==> src/inc/pifc_regs.vh <==
// Register map, field layout and reset values of the port ingress
// filter control block. Assumes a 12-bit byte address within the port.
`ifndef PIFC_REGS_VH
`define PIFC_REGS_VH

// =====================================================================
// Register offsets (byte addresses)
`define PIFC_OFS_DROP_POLICY 12'hA00
`define PIFC_OFS_FWD_MEMBER  12'hA04
`define PIFC_OFS_LK_OPTIONS  12'hB00
`define PIFC_OFS_GLOBAL_CTL  12'h000
`define PIFC_OFS_SELF_MAC_LO 12'h004
`define PIFC_OFS_SELF_MAC_HI 12'h008
`define PIFC_OFS_DROP_COUNT  12'h00C
`define PIFC_OFS_LAST_REASON 12'h010

// =====================================================================
// Field positions of the lookup options register and of the global control SAF bit
`define PIFC_BIT_NULL_VID    7
`define PIFC_BIT_ING_FILT    6
`define PIFC_BIT_NON_PORT_DEFAULT_VLAN_ID    5
`define PIFC_BIT_MAC_AUTH    4
`define PIFC_BIT_SELF_FILT   3
`define PIFC_BIT_GLOBAL_SAF  0

// =====================================================================
// Reset values and writable masks
`define PIFC_RST_DROP_POLICY 2'h0
`define PIFC_RST_FWD_MEMBER  7'h7F
`define PIFC_RST_LK_OPTIONS  8'h00
`define PIFC_WMASK_LK_OPTS   8'hFA

// =====================================================================
// Drop policy codes and bus responses
`define PIFC_POL_NO_DROP     2'h0
`define PIFC_RESP_OKAY       2'h0
`define PIFC_RESP_SLVERR     2'h2

`endif

==> src/rtl/pifc_axil_slave.v <==
// AXI4-Lite slave front end: handshakes, one write and one read at once.
// Assumes the parent decodes wr_addr/rd_addr combinationally.
`timescale 1ns/1ps
`include "pifc_regs.vh"

module pifc_axil_slave (
    aclk,
    aresetn,
    s_awaddr, s_awvalid, s_awready,
    s_wdata, s_wstrb, s_wvalid, s_wready,
    s_bresp, s_bvalid, s_bready,
    s_araddr, s_arvalid, s_arready,
    s_rdata, s_rresp, s_rvalid, s_rready,
    wr_en, wr_addr, wr_data, wr_strb, wr_err,
    rd_addr, rd_data, rd_err
);
    input  wire        aclk;
    input  wire        aresetn;
    input  wire [11:0] s_awaddr;
    input  wire        s_awvalid;
    output reg         s_awready;
    input  wire [31:0] s_wdata;
    input  wire [3:0]  s_wstrb;
    input  wire        s_wvalid;
    output reg         s_wready;
    output reg  [1:0]  s_bresp;
    output reg         s_bvalid;
    input  wire        s_bready;
    input  wire [11:0] s_araddr;
    input  wire        s_arvalid;
    output reg         s_arready;
    output reg  [31:0] s_rdata;
    output reg  [1:0]  s_rresp;
    output reg         s_rvalid;
    input  wire        s_rready;
    output wire        wr_en;
    output reg  [11:0] wr_addr;
    output reg  [31:0] wr_data;
    output reg  [3:0]  wr_strb;
    input  wire        wr_err;
    output reg  [11:0] rd_addr;
    input  wire [31:0] rd_data;
    input  wire        rd_err;

    reg rd_pend_reg;

    // Write fires once both halves are held and no response is pending
    assign wr_en = ~s_awready & ~s_wready & ~s_bvalid;

    // =====================================================================
    // Write channels
    always @(posedge aclk) begin
        if (!aresetn) begin
            s_awready <= 1'b1;
            s_wready  <= 1'b1;
            s_bvalid  <= 1'b0;
            s_bresp   <= `PIFC_RESP_OKAY;
            wr_addr   <= 12'h000;
            wr_data   <= 32'h00000000;
            wr_strb   <= 4'h0;
        end else begin
            if (s_awvalid && s_awready) begin
                wr_addr   <= s_awaddr;
                s_awready <= 1'b0;
            end
            if (s_wvalid && s_wready) begin
                wr_data  <= s_wdata;
                wr_strb  <= s_wstrb;
                s_wready <= 1'b0;
            end
            if (wr_en) begin
                s_bvalid <= 1'b1;
                s_bresp  <= wr_err ? `PIFC_RESP_SLVERR : `PIFC_RESP_OKAY;
            end
            // Reopen both channels only after the response is taken
            if (s_bvalid && s_bready) begin
                s_bvalid  <= 1'b0;
                s_awready <= 1'b1;
                s_wready  <= 1'b1;
            end
        end
    end

    // =====================================================================
    // Read channels; data is sampled one cycle after the address
    always @(posedge aclk) begin
        if (!aresetn) begin
            s_arready   <= 1'b1;
            s_rvalid    <= 1'b0;
            s_rdata     <= 32'h00000000;
            s_rresp     <= `PIFC_RESP_OKAY;
            rd_addr     <= 12'h000;
            rd_pend_reg <= 1'b0;
        end else begin
            if (s_arvalid && s_arready) begin
                rd_addr     <= s_araddr;
                s_arready   <= 1'b0;
                rd_pend_reg <= 1'b1;
            end
            if (rd_pend_reg) begin
                rd_pend_reg <= 1'b0;
                s_rvalid    <= 1'b1;
                s_rdata     <= rd_data;
                s_rresp     <= rd_err ? `PIFC_RESP_SLVERR : `PIFC_RESP_OKAY;
            end
            if (s_rvalid && s_rready) begin
                s_rvalid  <= 1'b0;
                s_arready <= 1'b1;
            end
        end
    end
endmodule

==> src/rtl/pifc_frame_filter.v <==
// Combinational ingress verdict for one frame descriptor.
// Assumes the parent registers every result it drives out.
`timescale 1ns/1ps
`include "pifc_regs.vh"

module pifc_frame_filter #(
    parameter NPORTS = 7
) (
    drop_policy, member_mask, lk_options, global_saf, self_mac,
    port_default_vlan_id,
    frm_tagged, frm_vid, frm_prio, frm_sa, frm_dst_mask, frm_vlan_member,
    dst_congested,
    lookup_vid, fwd_mask, flow_ctrl, drop, reason
);
    input  wire [1:0]        drop_policy;
    input  wire [NPORTS-1:0] member_mask;
    input  wire [7:0]        lk_options;
    input  wire              global_saf;
    input  wire [47:0]       self_mac;
    input  wire [11:0]       port_default_vlan_id;
    input  wire              frm_tagged;
    input  wire [11:0]       frm_vid;
    input  wire [2:0]        frm_prio;
    input  wire [47:0]       frm_sa;
    input  wire [NPORTS-1:0] frm_dst_mask;
    input  wire              frm_vlan_member;
    input  wire              dst_congested;
    output wire [11:0]       lookup_vid;
    output wire [NPORTS-1:0] fwd_mask;
    output wire              flow_ctrl;
    output wire              drop;
    output wire [3:0]        reason;

    wire null_vid  = frm_tagged & (frm_vid == 12'h000);
    wire [11:0] eff_vid = frm_tagged ? frm_vid : port_default_vlan_id;
    wire cong_drop;
    wire ing_drop;
    wire port_default_vlan_id_drop;
    wire self_drop;

    // Null VID looks up as zero only on request, else as the default VID
    assign lookup_vid = null_vid ?
        (lk_options[`PIFC_BIT_NULL_VID] ? 12'h000 : port_default_vlan_id)
        : eff_vid;
    // Membership is a plain port mask, blind to tags and VLAN table
    assign fwd_mask = frm_dst_mask & member_mask;
    // Policy n drops priorities below n; flow control only in no-drop
    assign cong_drop = dst_congested &
        ({1'b0, frm_prio} < {2'b00, drop_policy});
    assign flow_ctrl = dst_congested &
        (drop_policy == `PIFC_POL_NO_DROP);
    assign ing_drop  = lk_options[`PIFC_BIT_ING_FILT] &
        ~frm_vlan_member;
    assign port_default_vlan_id_drop = lk_options[`PIFC_BIT_NON_PORT_DEFAULT_VLAN_ID] &
        (eff_vid != port_default_vlan_id);
    // Both the port bit and the global bit must be set
    assign self_drop = lk_options[`PIFC_BIT_SELF_FILT] & global_saf &
        (frm_sa == self_mac);
    assign reason = {self_drop, port_default_vlan_id_drop, ing_drop, cong_drop};
    assign drop   = |reason;
endmodule

==> src/rtl/pifc_top.v <==
// Per-port ingress filter control: register bank over AXI4-Lite plus the
// registered verdict for each frame descriptor offered by the ingress path.
// Assumes one clock, a synchronous active-low reset and a lookup engine
// that supplies VLAN table membership with each descriptor.
`timescale 1ns/1ps
`include "pifc_regs.vh"

// Summary of operation
// - Policy 00: no drop, assert flow control
// - Policies 01-11 drop low priorities, no flow control
// - Membership mask bit per port, reset all ones
// - Membership mask ignores VLAN tags and table
// - Null VID lookup uses zero or default VID
// - Ingress filtering drops frames outside VLAN membership
// - Drop frames whose VID differs from default
// - Enable MAC authentication inside lookup engine
// - Drop frames whose source equals own MAC
// - Self filtering needs port and global enables
module pifc_top #(
    parameter NPORTS = 7
) (
    aclk,
    aresetn,
    s_awaddr,
    s_awvalid,
    s_awready,
    s_wdata,
    s_wstrb,
    s_wvalid,
    s_wready,
    s_bresp,
    s_bvalid,
    s_bready,
    s_araddr,
    s_arvalid,
    s_arready,
    s_rdata,
    s_rresp,
    s_rvalid,
    s_rready,
    port_default_vlan_id,
    frm_valid,
    frm_tagged,
    frm_vid,
    frm_prio,
    frm_sa,
    frm_dst_mask,
    frm_vlan_member,
    dst_congested,
    dec_valid,
    dec_drop,
    dec_reason,
    dec_fwd_mask,
    dec_lookup_vid,
    flow_ctrl_req,
    mac_auth_en
);
    input  wire              aclk;
    input  wire              aresetn;
    input  wire [11:0]       s_awaddr;
    input  wire              s_awvalid;
    output wire              s_awready;
    input  wire [31:0]       s_wdata;
    input  wire [3:0]        s_wstrb;
    input  wire              s_wvalid;
    output wire              s_wready;
    output wire [1:0]        s_bresp;
    output wire              s_bvalid;
    input  wire              s_bready;
    input  wire [11:0]       s_araddr;
    input  wire              s_arvalid;
    output wire              s_arready;
    output wire [31:0]       s_rdata;
    output wire [1:0]        s_rresp;
    output wire              s_rvalid;
    input  wire              s_rready;
    input  wire [11:0]       port_default_vlan_id;
    input  wire              frm_valid;
    input  wire              frm_tagged;
    input  wire [11:0]       frm_vid;
    input  wire [2:0]        frm_prio;
    input  wire [47:0]       frm_sa;
    input  wire [NPORTS-1:0] frm_dst_mask;
    input  wire              frm_vlan_member;
    input  wire              dst_congested;
    output reg               dec_valid;
    output reg               dec_drop;
    output reg  [3:0]        dec_reason;
    output reg  [NPORTS-1:0] dec_fwd_mask;
    output reg  [11:0]       dec_lookup_vid;
    output reg               flow_ctrl_req;
    output reg               mac_auth_en;

    // =====================================================================
    // Byte-lane merge used by every writable register
    function [31:0] pifc_merge;
        input [31:0] old_val;
        input [31:0] new_val;
        input [3:0]  strb;
        integer i;
        begin
            pifc_merge = old_val;
            for (i = 0; i < 4; i = i + 1) begin
                if (strb[i]) begin
                    pifc_merge[i*8 +: 8] = new_val[i*8 +: 8];
                end
            end
        end
    endfunction

    // Address decode, shared by the write and read paths
    function pifc_mapped;
        input [11:0] addr;
        begin
            case (addr)
                `PIFC_OFS_DROP_POLICY,
                `PIFC_OFS_FWD_MEMBER,
                `PIFC_OFS_LK_OPTIONS,
                `PIFC_OFS_GLOBAL_CTL,
                `PIFC_OFS_SELF_MAC_LO,
                `PIFC_OFS_SELF_MAC_HI,
                `PIFC_OFS_DROP_COUNT,
                `PIFC_OFS_LAST_REASON: pifc_mapped = 1'b1;
                default:               pifc_mapped = 1'b0;
            endcase
        end
    endfunction

    // =====================================================================
    // Register state
    reg  [1:0]        drop_policy_reg;
    reg  [NPORTS-1:0] member_reg;
    reg  [7:0]        lk_options_reg;
    reg               global_saf_reg;
    reg  [47:0]       self_mac_reg;
    reg  [31:0]       drop_count_reg;
    reg  [3:0]        last_reason_reg;
    reg  [31:0]       rd_mux;

    wire              wr_en;
    wire [11:0]       wr_addr;
    wire [31:0]       wr_data;
    wire [3:0]        wr_strb;
    wire [11:0]       rd_addr;
    wire [31:0]       wr_word;
    wire [11:0]       f_lookup_vid;
    wire [NPORTS-1:0] f_fwd_mask;
    wire              f_flow_ctrl;
    wire              f_drop;
    wire [3:0]        f_reason;

    // Old value read back so partial strobes keep untouched lanes
    assign wr_word = pifc_merge(rd_mux_w(wr_addr), wr_data, wr_strb);

    // =====================================================================
    // Bus front end
    pifc_axil_slave u_bus (
        .aclk      (aclk),
        .aresetn   (aresetn),
        .s_awaddr  (s_awaddr),
        .s_awvalid (s_awvalid),
        .s_awready (s_awready),
        .s_wdata   (s_wdata),
        .s_wstrb   (s_wstrb),
        .s_wvalid  (s_wvalid),
        .s_wready  (s_wready),
        .s_bresp   (s_bresp),
        .s_bvalid  (s_bvalid),
        .s_bready  (s_bready),
        .s_araddr  (s_araddr),
        .s_arvalid (s_arvalid),
        .s_arready (s_arready),
        .s_rdata   (s_rdata),
        .s_rresp   (s_rresp),
        .s_rvalid  (s_rvalid),
        .s_rready  (s_rready),
        .wr_en     (wr_en),
        .wr_addr   (wr_addr),
        .wr_data   (wr_data),
        .wr_strb   (wr_strb),
        .wr_err    (~pifc_mapped(wr_addr)),
        .rd_addr   (rd_addr),
        .rd_data   (rd_mux),
        .rd_err    (~pifc_mapped(rd_addr))
    );

    // =====================================================================
    // Read view; unused bits above each field are forced to zero here
    function [31:0] rd_mux_w;
        input [11:0] addr;
        begin
            case (addr)
                `PIFC_OFS_DROP_POLICY:
                    rd_mux_w = {30'h00000000, drop_policy_reg};
                `PIFC_OFS_FWD_MEMBER:
                    rd_mux_w = {{(32-NPORTS){1'b0}}, member_reg};
                `PIFC_OFS_LK_OPTIONS:
                    rd_mux_w = {24'h000000, lk_options_reg};
                `PIFC_OFS_GLOBAL_CTL:
                    rd_mux_w = {31'h00000000, global_saf_reg};
                `PIFC_OFS_SELF_MAC_LO:
                    rd_mux_w = self_mac_reg[31:0];
                `PIFC_OFS_SELF_MAC_HI:
                    rd_mux_w = {16'h0000, self_mac_reg[47:32]};
                `PIFC_OFS_DROP_COUNT:
                    rd_mux_w = drop_count_reg;
                `PIFC_OFS_LAST_REASON:
                    rd_mux_w = {28'h0000000, last_reason_reg};
                default:
                    rd_mux_w = 32'h00000000;
            endcase
        end
    endfunction

    always @* begin
        rd_mux = rd_mux_w(rd_addr);
    end

    // =====================================================================
    // Software writes; only documented fields and lk_options bit 1 take the written value
    always @(posedge aclk) begin
        if (!aresetn) begin
            drop_policy_reg <= `PIFC_RST_DROP_POLICY;
            member_reg      <= {NPORTS{1'b1}};
            lk_options_reg  <= `PIFC_RST_LK_OPTIONS;
            global_saf_reg  <= 1'b0;
            self_mac_reg    <= 48'h000000000000;
        end else if (wr_en) begin
            case (wr_addr)
                `PIFC_OFS_DROP_POLICY:
                    drop_policy_reg <= wr_word[1:0];
                `PIFC_OFS_FWD_MEMBER:
                    member_reg <= wr_word[NPORTS-1:0];
                `PIFC_OFS_LK_OPTIONS:
                    lk_options_reg <= wr_word[7:0] &
                        `PIFC_WMASK_LK_OPTS;
                `PIFC_OFS_GLOBAL_CTL:
                    global_saf_reg <= wr_word[`PIFC_BIT_GLOBAL_SAF];
                `PIFC_OFS_SELF_MAC_LO:
                    self_mac_reg[31:0] <= wr_word;
                `PIFC_OFS_SELF_MAC_HI:
                    self_mac_reg[47:32] <= wr_word[15:0];
                default: begin
                end
            endcase
        end
    end

    // =====================================================================
    // Frame verdict
    pifc_frame_filter #(
        .NPORTS (NPORTS)
    ) u_filter (
        .drop_policy          (drop_policy_reg),
        .member_mask          (member_reg),
        .lk_options           (lk_options_reg),
        .global_saf           (global_saf_reg),
        .self_mac             (self_mac_reg),
        .port_default_vlan_id (port_default_vlan_id),
        .frm_tagged           (frm_tagged),
        .frm_vid              (frm_vid),
        .frm_prio             (frm_prio),
        .frm_sa               (frm_sa),
        .frm_dst_mask         (frm_dst_mask),
        .frm_vlan_member      (frm_vlan_member),
        .dst_congested        (dst_congested),
        .lookup_vid           (f_lookup_vid),
        .fwd_mask             (f_fwd_mask),
        .flow_ctrl            (f_flow_ctrl),
        .drop                 (f_drop),
        .reason               (f_reason)
    );

    // Verdicts leave one cycle after the descriptor; a dropped frame
    // still reports its mask, the consumer must honour dec_drop first
    always @(posedge aclk) begin
        if (!aresetn) begin
            dec_valid      <= 1'b0;
            dec_drop       <= 1'b0;
            dec_reason     <= 4'h0;
            dec_fwd_mask   <= {NPORTS{1'b0}};
            dec_lookup_vid <= 12'h000;
            flow_ctrl_req  <= 1'b0;
            mac_auth_en    <= 1'b0;
            drop_count_reg <= 32'h00000000;
            last_reason_reg <= 4'h0;
        end else begin
            dec_valid      <= frm_valid;
            dec_drop       <= frm_valid & f_drop;
            dec_reason     <= frm_valid ? f_reason : 4'h0;
            dec_fwd_mask   <= frm_valid ? f_fwd_mask
                                        : {NPORTS{1'b0}};
            dec_lookup_vid <= frm_valid ? f_lookup_vid
                                        : 12'h000;
            // Backpressure tracks congestion, not descriptor timing
            flow_ctrl_req  <= f_flow_ctrl;
            mac_auth_en    <= lk_options_reg[`PIFC_BIT_MAC_AUTH];
            if (frm_valid && f_drop) begin
                drop_count_reg  <= drop_count_reg + 32'h00000001;
                last_reason_reg <= f_reason;
            end
        end
    end
endmodule

==> config.mk <==
export PLATFORM = sky130hd
export DESIGN_NAME = pifc_top
export DESIGN_NICKNAME = d
export VERILOG_FILES = /design/src/rtl/pifc_axil_slave.v /design/src/rtl/pifc_frame_filter.v /design/src/rtl/pifc_top.v
export VERILOG_INCLUDE_DIRS = /design/src /design/src/inc
export SDC_FILE = /design/constraint.sdc
export NUM_CORES = 1
export LEC_CHECK = 0
export BUFFER_PORTS_ARGS = -buffer_cell sky130_fd_sc_hd__buf_2
export CAP_MARGIN = 20
export CORE_MARGIN = 2
export CORE_UTILIZATION = 60
export DETAILED_ROUTE_END_ITERATION = 8
export PLACE_DENSITY_LB_ADDON = 0.3
export SYNTH_ARGS = -nofsm -noshare
export SYNTH_HDL_FRONTEND = slang
export SYNTH_HIERARCHICAL = 1
export SYNTH_SLANG_ARGS = --single-unit
==> constraint.sdc <==
create_clock -name aclk -period 4 [get_ports aclk]
set_clock_uncertainty 0.1 [all_clocks]
set_input_delay 0.4 -clock aclk [delete_from_list [all_inputs] [get_ports aclk]]
set_output_delay 0.4 -clock aclk [all_outputs]
set_load 0.03 [all_outputs]
Yosys cells after proc, flatten, opt, wreduce, memory -nomap -nowiden
Index checks and enable logic that the tools add are counted.
- memory bits (writable): 0
- latch bits: 0
- bits in read-only memories: 0
- flip-flop bits (word level): 229
- output and inout bits: 68
- logic and storage cells: 105
- memories: 0
- bitwise operators: 16
- shift-type cells: 0
- divide/modulo/power cells: 0
- order comparisons: 1
- equality and inequality tests: 18
- add/subtract/negate cells: 1
- reductions and logical operators: 25
- multipliers: 0
- muxes and demuxes: 14
- operators by type and width (operator ; count):
    32-bit case mux with 8 select lines ; 1
    32-bit case mux with 5 select lines ; 1
    12-bit == test (second input constant) ; 6
    12-bit by 4-bit == test with 1-bit output (second input constant) ; 4
    48-bit == test ; 1
    12-bit zero test ; 3
    12-bit two-way mux ; 3
    32-bit by 1-bit adder with 32-bit output (second input constant) ; 1
    8-bit two-way mux ; 4
    12-bit by 3-bit == test with 1-bit output (second input constant) ; 2
    12-bit by 5-bit == test with 1-bit output (second input constant) ; 2
    8-bit OR reduction ; 2
    2-bit AND reduction ; 7
    12-bit inequality test ; 1
    1-bit bitwise AND ; 10
    7-bit bitwise AND ; 1
    1-bit logical AND ; 6
    3-bit AND reduction ; 2
    2-bit OR reduction ; 3
    1-bit NOT ; 5
    2-bit two-way mux ; 2
    2-bit by 1-bit inequality test with 1-bit output (second input constant) ; 2
    4-bit OR reduction ; 1
    3-bit by 2-bit < comparator with 1-bit output ; 1
    2 further kinds ; 4

Depth between registers and ports, before layout
Gate-level depths: netlist of the first run.
- depth in word-level cells: 5
- mapped depth: 12
- gate-level depth less buffers: 10

By module
The synthesis of the first run kept the hierarchy.
- by module, submodules not included (module ; times used ; seq. area each (um^2) ; cells an instance ; area each (um^2)):
    pifc_top ; 1 ; 2542.4 ; 725 ; 6204.7
    pifc_axil_slave ; 1 ; 2001.9 ; 404 ; 4251.6
    pifc_frame_filter ; 1 ; 0.0 ; 122 ; 969.7

Least setup slack after synthesis of the first run
No wires, ideal clock.
- kind: input -> register
- start: input port port_default_vlan_id[2]
- end: register drop_count_reg[12]
- arrival time: 2.415 ns
- stages: 11
- slack: 1.358 ns
- required time: 3.772 ns
- path through: xor2_1 nor4_1 a31oi_1 or4_1 and2_1 buf_2 nand4_1 clkbuf_1 nor3_1 xnor2_1 nor2_1
- word-level cells in the longest chain between the ends: 5
- RTL lines (what ; line ; RTL):
    start, declared ; pifc_top.v:77 ; input wire [11:0] port_default_vlan_id;
    12-bit two-way mux ; pifc_frame_filter.v:35 ; wire [11:0] eff_vid = frm_tagged ? frm_vid : port_default_vlan_id;
    12-bit inequality test * ; pifc_frame_filter.v:55 ; (eff_vid != port_default_vlan_id);
    1-bit bitwise AND * ; pifc_frame_filter.v:54 ; assign port_default_vlan_id_drop = lk_options[`PIFC_BIT_NON_PORT_DEFAULT_VLAN_ID] &
    named net u_filter.port_default_vlan_id_drop ; pifc_frame_filter.v:38 ; wire port_default_vlan_id_drop;
    4-bit OR reduction * ; pifc_frame_filter.v:60 ; assign drop = |reason;
    named net f_drop ; pifc_top.v:149 ; wire f_drop;
    1-bit logical AND * ; pifc_top.v:298 ; if (frm_valid && f_drop) begin
    end signal, assigned ; pifc_top.v:299 ; drop_count_reg <= drop_count_reg + 32'h00000001;
    end, declared ; pifc_top.v:136 ; reg [31:0] drop_count_reg;
The timed path passes the listed nets; every way through them passes the cells marked *.
A chain may end at the register's enable or synchronous reset.

Final worst setup path of the first run
- start: register self_mac_reg[47]
- end: register drop_count_reg[31]
- word-level cells in the longest chain between the ends: 4
- RTL lines (what ; line ; RTL):
    start, declared ; pifc_top.v:135 ; reg [47:0] self_mac_reg;
    start signal, assigned ; pifc_top.v:242 ; self_mac_reg[47:32] <= wr_word[15:0];
    48-bit == test ; pifc_frame_filter.v:58 ; (frm_sa == self_mac);
    1-bit bitwise AND ; pifc_frame_filter.v:57 ; assign self_drop = lk_options[`PIFC_BIT_SELF_FILT] & global_saf &
    named net f_reason[3] ; pifc_top.v:150 ; wire [3:0] f_reason;
    4-bit OR reduction ; pifc_frame_filter.v:60 ;
    named net f_drop ; pifc_top.v:149 ;
    1-bit logical AND ; pifc_top.v:298 ;
The timed path passes the listed nets, and every way through them passes these cells.

==> impl_metrics.yaml, run 1 <==
run_status:
  run_status: "finished clean"
layout:
  synthToLayoutAreaGrowth_pct: 14.58
  mostFrequentLayoutCell: "dfxtp_1"
  num_antenna_cells: 0
  multi_input_comb_area_sq_mm: 0.006208
  layout.nets: 1563
  max_ffs_per_register: 48
  num-fill-cells: 1503
  regArea_sq_mm: 0.004547
  postLayoutCellArea_sq_mm: 0.01309
  post_route_cells_drive_above_1_share_pct: 21.95
  final_cell_mix: "dfxtp_1 (225), buf_2 (217), and3_1 (102), nand2_1 (82), mux2i_1 (65)"
floorplanning:
  io_pins: 221
  die_height_um: 142.0
  initial_core_util_pct: 61.06
  floorplan.die_area_sq_mm: 0.02016
  die_width_um: 142.0
  core_area_sq_mm: 0.01871
  row_count: 50
logic_synthesis:
  synthesis.area_sq_mm: 0.01142
  synth.yosys.warnings: 6
  syn-instance-count: 1250
  synth_area_per_cell_sq_um: 9.138
hold_path:
  hold_class: "input port to flip-flop"
clock_tree:
  postCtsHoldBufs: 0
  clock_buffer_count_from_cts: 24
  tritoncts: "yes"
  cts_post_setup_buffers_inserted: 0
  ctsHtreeMaxLevel: 1
  cts.sink_count: 227
  clock_latency_ns: 0.52
  clock_tree.buffer_depth: 3
  clk_root_buffer_cell: "clkbuf_16"
  post_cts_gate_resize_count: 0
  clk_transition_reported_paths_ns: 0.06
setup_path:
  worst_setup_path_start_kind: "flip-flop"
  worst-endpoint-arrival_ns: 3.51
  worstPathMaxFanout: 7
  endpoint_kind: "flip-flop"
  timing.critical_path.required_ns: 4.34
  path_class: "flip-flop to flip-flop"
place:
  port-buffer-count: 218
  final_hpwl_from_detailed_placement_um: 22240
  dpl_cell_area_sq_mm: 0.01229
  finalWeightedCongestion: 0.9664
routing:
  via_count: 10210
  drt_wl_total_um: 31610
  via_per_inst: 6.151
  residual_antenna_violating_net_count_after_detailed_routing: 0
  drc: 0
  wl_per_cell_um: 19.04
  first_pass_iters: 6
  drt_iter0_drc: 1164
timing:
  finalHoldViolations: 0
  max_clock_freq_ghz: 0.3155
  grt_setup_unrepaired: "false"
  timing.final.crit_period_ns: 3.169
  worst_tran_pin_value_ns: 1.159
  report.final.slew_viol_count: 0
  maxSlewHeadroom_pct: 22.76
  report.final.setup_viol: 0
  totalNegativeSetupSlack_ns: 0
  min_period_over_period_pct: 79.23
  final_worst_hold_slack_ns: 0.04089
pwr:
  total_power_mw: 5.126
  powerDensity_mw_per_mm2: 391.7
  irDropWorstVdd_mv: 0.3034
  static-leakage-power_nw: 5.353
job:
  max_cap_viol_count: 0
grt:
  grt_start_max_net_pins: 82
  grt_first_pass_wirelength_um: 48870
  first_global_vias: 9223
  gr-usage-all-layers_pct: 30.38
  globalRoute.totalOverflow: 0
  grt_antenna_before_repair: 0
-- report_power, final --
| group | switching (mW) | internal (mW) |
|---|---|---|
| clock | 0.911 | 1.32 |
| sequential | 0.0656 | 2.31 |
| combinational | 0.296 | 0.226 |
-- final timing paths --
path / depth (start not counted) / from / endpoint / slack, ns
worst min register to register: 2 / last_reason_reg[1] / last_reason_reg[1] / 0.37
worst max register to register: 10 / self_mac_reg[47] / drop_count_reg[31] / 0.83
worst max-delay path: 10 / self_mac_reg[47] / drop_count_reg[31] / 0.83
worst min-delay path: 3 / s_bready / u_bus/s_wready / 0.04
-- cell type report --
| class | count | area share, % |
|---|---|---|
| clock buffers | 35 | 5.526 |
| flip-flops and latches | 227 | 34.74 |
| clock inverters | 9 | 0.5545 |
| multi-input cells | 910 | 47.44 |
| repair buffers | 231 | 9.101 |
| inverters | 14 | 0.4015 |
| well taps | 234 | 2.237 |
-- critical path, cell delays in order (launching register included) --
cell	delay [ns]
dfxtp_1	0.48
xnor2_1	0.16
nand4_1	0.15
nor4_1	0.34
and4_1	0.32
or4_1	0.16
nand2_1	0.15
or3_1	0.54
nor3_4	0.33
nand4_1	0.17
mux2i_1	0.19
-- metrics by stage --
stage | utilization (%) | std cells | setup WS [ns]
2_1_floorplan | - | 1251 | 1.358
3_3_place_gp | 65.71 | 1616 | 0.9087
3_5_place_dp | 65.71 | 1616 | 0.8523
4_1_cts | 69.97 | 1660 | 0.9028
5_1_grt | 69.97 | 1660 | 0.6654
6_report | 69.97 | 1660 | 0.8308
-- routing by layer --
metal | global-route usage, % | wire, um | up-vias
met1 | 44.57 | 14190 | 4771
li1 | - | - | 4844
met4 | 10.11 | 1144 | 0
met2 | 45.32 | 13290 | 505
met3 | 5.350 | 2985 | 90
met5 | 0 | 0 | -
(Power assumes the default switching activity.)
==> inputs of run 2 (changes only) <==
--- a/config.mk
+++ b/config.mk
@@ -6,10 +6,11 @@
 export SDC_FILE = /design/constraint.sdc
 export NUM_CORES = 1
 export LEC_CHECK = 0
+export ABC_AREA = 1
 export BUFFER_PORTS_ARGS = -buffer_cell sky130_fd_sc_hd__buf_2
 export CAP_MARGIN = 20
 export CORE_MARGIN = 2
-export CORE_UTILIZATION = 60
+export CORE_UTILIZATION = 51
 export DETAILED_ROUTE_END_ITERATION = 8
 export PLACE_DENSITY_LB_ADDON = 0.3
 export SYNTH_ARGS = -nofsm -noshare
==> constraint.sdc (replaced) <==
create_clock -name aclk -period 2.9 [get_ports aclk]
set_clock_uncertainty 0.1 [all_clocks]
set_input_delay 0.29 -clock aclk [delete_from_list [all_inputs] [get_ports aclk]]
set_output_delay 0.29 -clock aclk [all_outputs]
set_load 0.03 [all_outputs]
==> impl_metrics.yaml, run 2 <==
run_status:
  run_status: "finished clean"
clock_tree:
  clock_latency_ns: 0.53
  clk_root_buffer_cell: "clkbuf_16"
  cts.sink_count: 227
  clock_tree.buffer_depth: 3
  clk_transition_reported_paths_ns: 0.06
  clock_buffer_count_from_cts: 24
  ctsHtreeMaxLevel: 1
  tritoncts: "yes"
  cts_post_setup_buffers_inserted: 0
routing:
  drt_iter0_drc: 1346
  via_count: 13050
  via_per_inst: 5.245
  first_pass_iters: 5
  residual_antenna_violating_net_count_after_detailed_routing: 0
  drt_wl_total_um: 40400
  wl_per_cell_um: 16.23
  drc: 0
timing:
  timing.final.crit_period_ns: 2.772
  report.final.slew_viol_count: 0
  maxSlewHeadroom_pct: 43.23
  worst_tran_pin_value_ns: 0.8495
  finalHoldViolations: 0
  report.final.setup_viol: 0
  min_period_over_period_pct: 95.60
  max_clock_freq_ghz: 0.3607
  totalNegativeSetupSlack_ns: 0
  grt_setup_unrepaired: "false"
place:
  port-buffer-count: 218
  finalWeightedCongestion: 0.9723
  place.detailed.instances: 2374
  final_hpwl_from_detailed_placement_um: 29520
  dpl_cell_area_sq_mm: 0.01339
layout:
  final_cell_mix: "nand2_1 (410), nor2_1 (324), inv_1 (297), dfxtp_1 (225), buf_2 (217)"
  number_of_standard_cells_in_the_layout_taps_in_and_fillers_out: 2489
  layout.nets: 2307
  mostFrequentLayoutCell: "nand2_1"
  synthToLayoutAreaGrowth_pct: 23.21
  max_ffs_per_register: 48
  post_route_cells_drive_above_1_share_pct: 16.54
  postLayoutCellArea_sq_mm: 0.01498
  layout.core_utilization_pct: 63.99
  num_antenna_cells: 0
hold_path:
  hold_critical_path_depth: 5
  hold_class: "input port to flip-flop"
pwr:
  part_of_the_total_power_dissipated_in_combinational_logic_pct: 13.3
  share_seq_of_total_power_pct: 43.5
  static-leakage-power_nw: 7.058
  net-switching-power_mw: 2.056
  p_sw_share_pct: 26.76
  power_frac_clock_pct: 43.2
  cellInternalPower_mw: 5.626
  total_power_mw: 7.681
  irDropWorstVdd_mv: 0.4955
  powerDensity_mw_per_mm2: 512.9
logic_synthesis:
  synth_area_per_cell_sq_um: 6.455
  synthesis.area_sq_mm: 0.01215
  syn-instance-count: 1883
  synth.yosys.warnings: 6
floorplanning:
  row_count: 56
  initial_core_util_pct: 51.94
  core_area_sq_mm: 0.02340
  die_width_um: 158.4
  die_height_um: 158.4
  io_pins: 221
  floorplan.die_area_sq_mm: 0.02508
setup_path:
  cp_cell_sequence: "inv_1, nand2_1, nand2_1, nor2_1, nand2_1, nor2_1, nand2_1, nor2_1, nand2_1, nand3_1, nand2_2, nor2_1, nand4_1, nor2_2, nand3_1, o21ai_0, nor3b_1"
  timing.critical_path.required_ns: 3.23
  worst_setup_path_start_kind: "flip-flop"
  worstPathMaxFanout: 5
  timing.reg2reg.worst_path_depth: 17
  critical_path.max_stage_delay_ns: 0.48
  path_class: "flip-flop to flip-flop"
  endpoint_kind: "flip-flop"
  worst_path_max_delay_cell: "dfxtp_1"
  timing.critical_path.mode_cell: "nand2_1"
  worst-endpoint-arrival_ns: 3.11
grt:
  gr-usage-all-layers_pct: 32.06
  grt_first_pass_wirelength_um: 63340
  first_global_vias: 12100
  grt_start_max_net_pins: 105
  globalRoute.totalOverflow: 0
  grt_antenna_before_repair: 0
job:
  max_cap_viol_count: 0
[run 2: cell types whose count changed in the layout (fill, tap and decap cells not counted), sizes merged, moves of 39 or more]
cell / previous run / this run
a21oi: 35 / 88
mux2i: 65 / 8
inv: 14 / 315
and3: 104 / 2
nor2b: 39 / 0
nor2: 35 / 348
o21ai: 48 / 166
o21a: 62 / 8
xnor2: 61 / 11
dlygate4sd3: 0 / 71
nand2: 83 / 422
a21boi: 62 / 1
[run 2: power groups by stage]
stage,sequential [mW],combinational [mW],clock (mW)
floorplan,3.48,0.529,0
global placement,3.40,0.907,0
detailed placement,3.40,0.920,0
CTS,3.33,0.998,3.34
global route,3.35,1.13,3.46
finish,3.34,1.02,3.32
[run 2: area by class of cell]
cell class              count  area, sq um
fillers                  2190         8427
multi-input cells        1273         5982
flip-flops and latches    227         4547
repair buffers            312         1989
inverters                 314         1191
clock buffers              33        715.7
well taps                 319        399.1
clock inverters            11        151.4
[run 2: path summary, 6_finish.rpt]
path | from | to | slack, ns
hold reg to reg | lk_options_reg[4] | mac_auth_en | 0.36
setup / recovery | self_mac_reg[26] | drop_count_reg[25] | 0.13
setup reg to reg | self_mac_reg[26] | drop_count_reg[25] | 0.13
hold / removal | port_default_vlan_id[8] | dec_lookup_vid[8] | 0.01
[run 2: layer usage]
metal | vias up | part of all wire, % | GRT usage, %
met2 | 558 | 45 | 53.40
li1 | 6451 | - | -
met5 | - | 0 | 0
met1 | 5980 | 44 | 44.25
met3 | 65 | 8.7 | 3.756
met4 | 0 | 2.3 | 8.366
[run 2: per-stage QoR]
stage | hold slack, ns | setup slack, ns
2_1_floorplan | 0.3079 | 0.7541
4_1_cts | 0.008779 | 0.1964
3_3_place_gp | 0.3489 | 0.1716
6_report | 0.01042 | 0.1277
3_5_place_dp | 0.3510 | 0.1609
5_1_grt | 0.05368 | 0.04030
[run 2: timing repair]
action / in CTS / in global routing
hold buffers: 71 / 0
endpoints found under the hold margin: 75 / 0
setup endpoints to repair: 0 / 4
gates resized for setup: 0 / 4
[run 2: worst max-delay path: cells and delay by family (launching register included)]
| family | cells | cell delay [ns] |
|---|---|---|
| DFF | 1 | 0.48 |
| and+or+nand+nor | 15 | 1.85 |
| buffers and inverters | 1 | 0.08 |
| AOI/OAI and AO/OA | 1 | 0.18 |
==> inputs of run 3 (changes only) <==
--- a/config.mk
+++ b/config.mk
@@ -6,11 +6,10 @@
 export SDC_FILE = /design/constraint.sdc
 export NUM_CORES = 1
 export LEC_CHECK = 0
-export ABC_AREA = 1
 export BUFFER_PORTS_ARGS = -buffer_cell sky130_fd_sc_hd__buf_2
 export CAP_MARGIN = 20
 export CORE_MARGIN = 2
-export CORE_UTILIZATION = 51
+export CORE_UTILIZATION = 50
 export DETAILED_ROUTE_END_ITERATION = 8
 export PLACE_DENSITY_LB_ADDON = 0.3
 export SYNTH_ARGS = -nofsm -noshare
==> impl_metrics.yaml, run 3 (synthesis results as in run 1) <==
floorplanning:
  io_pins: 221
  die_width_um: 155.1
  initial_core_util_pct: 50.76
  core_area_sq_mm: 0.02250
  die_height_um: 155.1
  floorplan.die_area_sq_mm: 0.02407
  row_count: 55
setup_path:
  critical_path.max_stage_delay_ns: 0.45
  crit-reg2reg-capture: "drop_count_reg[31]"
  timing.reg2reg.worst_path_depth: 11
  worst-endpoint-arrival_ns: 3.11
  worstPathMaxFanout: 7
  reg2reg_setup_slack_ns: 0.10
  worst_setup_path_start_kind: "flip-flop"
  timing.critical_path.required_ns: 3.21
  worst_r2r_startpoint: "self_mac_reg[37]"
  timing.critical_path.mode_cell: "nand4_1"
  cp_cell_sequence: "xnor2_1, nand4_1, nor4_2, and4_4, or4_1, nand2_1, or3_4, nor3_4, buf_4, nand4_1, mux2i_1"
  worst_path_max_delay_cell: "or3_4"
  endpoint_kind: "flip-flop"
  path_class: "flip-flop to flip-flop"
timing:
  final_worst_hold_slack_ns: 0.005798
  max_clock_freq_ghz: 0.3575
  report.final.slew_viol_count: 0
  timing.final.crit_period_ns: 2.797
  report.final.setup_viol: 0
  min_period_over_period_pct: 96.45
  finalHoldViolations: 0
  maxSlewHeadroom_pct: 53.02
  final_critical_path_setup_slack_ns: 0.1030
  worst_tran_pin_value_ns: 0.7033
layout:
  mostFrequentLayoutCell: "dfxtp_1"
  max_ffs_per_register: 48
  num_antenna_cells: 0
  postLayoutCellArea_sq_mm: 0.01362
  layout.nets: 1613
  synthToLayoutAreaGrowth_pct: 19.21
  num-fill-cells: 1966
  final_cell_mix: "dfxtp_1 (218), buf_2 (217), and3_1 (102), nand2_1 (82), mux2i_1 (65)"
  post_route_cells_drive_above_1_share_pct: 25.20
clock_tree:
  clock_buffer_count_from_cts: 25
  clock_tree.buffer_depth: 3
  clk_root_buffer_cell: "clkbuf_16"
  clock_latency_ns: 0.53
  clk_transition_reported_paths_ns: 0.06
  tritoncts: "yes"
  cts.sink_count: 227
  ctsHtreeMaxLevel: 1
routing:
  drc: 0
  residual_antenna_violating_net_count_after_detailed_routing: 0
  first_pass_iters: 5
  via_per_inst: 5.864
  drt_wl_total_um: 33080
  drt_iter0_drc: 821
  via_count: 10330
  wl_per_cell_um: 18.78
grt:
  grt_antenna_before_repair: 0
  first_global_vias: 9321
  globalRoute.totalOverflow: 0
  grt_first_pass_wirelength_um: 51310
  grt_start_max_net_pins: 79
  gr-usage-all-layers_pct: 26.46
pwr:
  total_power_mw: 7.125
  static-leakage-power_nw: 5.632
  irDropWorstVdd_mv: 0.2789
  powerDensity_mw_per_mm2: 523.3
place:
  port-buffer-count: 218
  dpl_cell_area_sq_mm: 0.01270
  finalWeightedCongestion: 0.9749
  post-place-ws_ns: -0.01678
  final_hpwl_from_detailed_placement_um: 24110
hold_path:
  hold_path.startpoint: "s_wdata[19]"
  hold_critical_path_depth: 3
  hold_end: "u_bus/wr_data[19]"
  hold_class: "input port to flip-flop"
run_status:
  run_status: "finished clean"
job:
  max_cap_viol_count: 0
[run 3: cell count changes in the layout (fill, tap and decap cells not counted), sizes merged, moves of 66 or more]
| cell | before | now |
|---|---|---|
| nand2 | 422 | 83 |
| nor2 | 348 | 35 |
| inv | 315 | 15 |
| o21ai | 166 | 48 |
| and3 | 2 | 104 |
| dlygate4sd3 | 71 | 5 |
[run 3: cell type report]
type	instances	area [sq um]	share of cell area, %
Inverter	14	52.55	0.3859
Clock buffer	35	713.2	5.238
Multi-Input combinational cell	910	6259	45.96
Timing Repair Buffer	280	1597	11.72
Sequential cell	227	4556	33.46
Clock inverter	10	83.83	0.6156
Tap cell	285	356.6	2.619
[run 3: routing by layer]
| metal | part of all wire (%) | global-route usage (%) |
|---|---|---|
| met2 | 42 | 38.60 |
| met5 | 0 | 0 |
| met1 | 46 | 40.27 |
| met3 | 9.4 | 3.928 |
| met4 | 2.3 | 7.628 |
[run 3: per-stage QoR]
stage	utilization, %	TNS, ns	instances
after global placement	56.45	0	1710
after detailed placement	56.45	-0.01678	1710
after global routing	60.51	-0.1507	1761
after floorplan	-	0	1251
after CTS	60.27	0	1761
final	60.51	0	1761
[run 3: repair_timing]
action / in CTS / in global routing
hold buffers: 5 / 0
endpoints found under the setup margin: 1 / 19
resized for setup: 1 / 15
pin swaps: 1 / 0
setup buffers: 1 / 0
hold endpoints to repair: 14 / 0
[run 3: where the power goes]
group          leakage (nW)  switching, mW  internal [mW]
combinational          3.39          0.438          0.337
sequential             1.85         0.0712           3.19
clock                 0.392           1.29           1.80
total                  5.63           1.80           5.33
[run 3: worst max-delay path by stage]
stage / slack (ns) / start / end / depth (start not counted)
6_report: 0.10 / self_mac_reg[37] / drop_count_reg[31] / 11
5_1_grt: -0.07 / self_mac_reg[37] / drop_count_reg[31] / 11
4_1_cts: 0.08 / self_mac_reg[15] / drop_count_reg[31] / 11
3_5_place_dp: -0.02 / frm_sa[37] / drop_count_reg[31] / 11
3_3_place_gp: 0.04 / frm_sa[2] / drop_count_reg[31] / 11
2_1_floorplan: 0.37 / port_default_vlan_id[2] / drop_count_reg[12] / 11
[run 3: critical path: cells and delay by family, from the launching register on]
kind / cells / cell delay, ns
simple gates: 8 / 1.69
buf+inv: 1 / 0.18
flops: 1 / 0.33
xor+xnor: 1 / 0.26
mux: 1 / 0.14
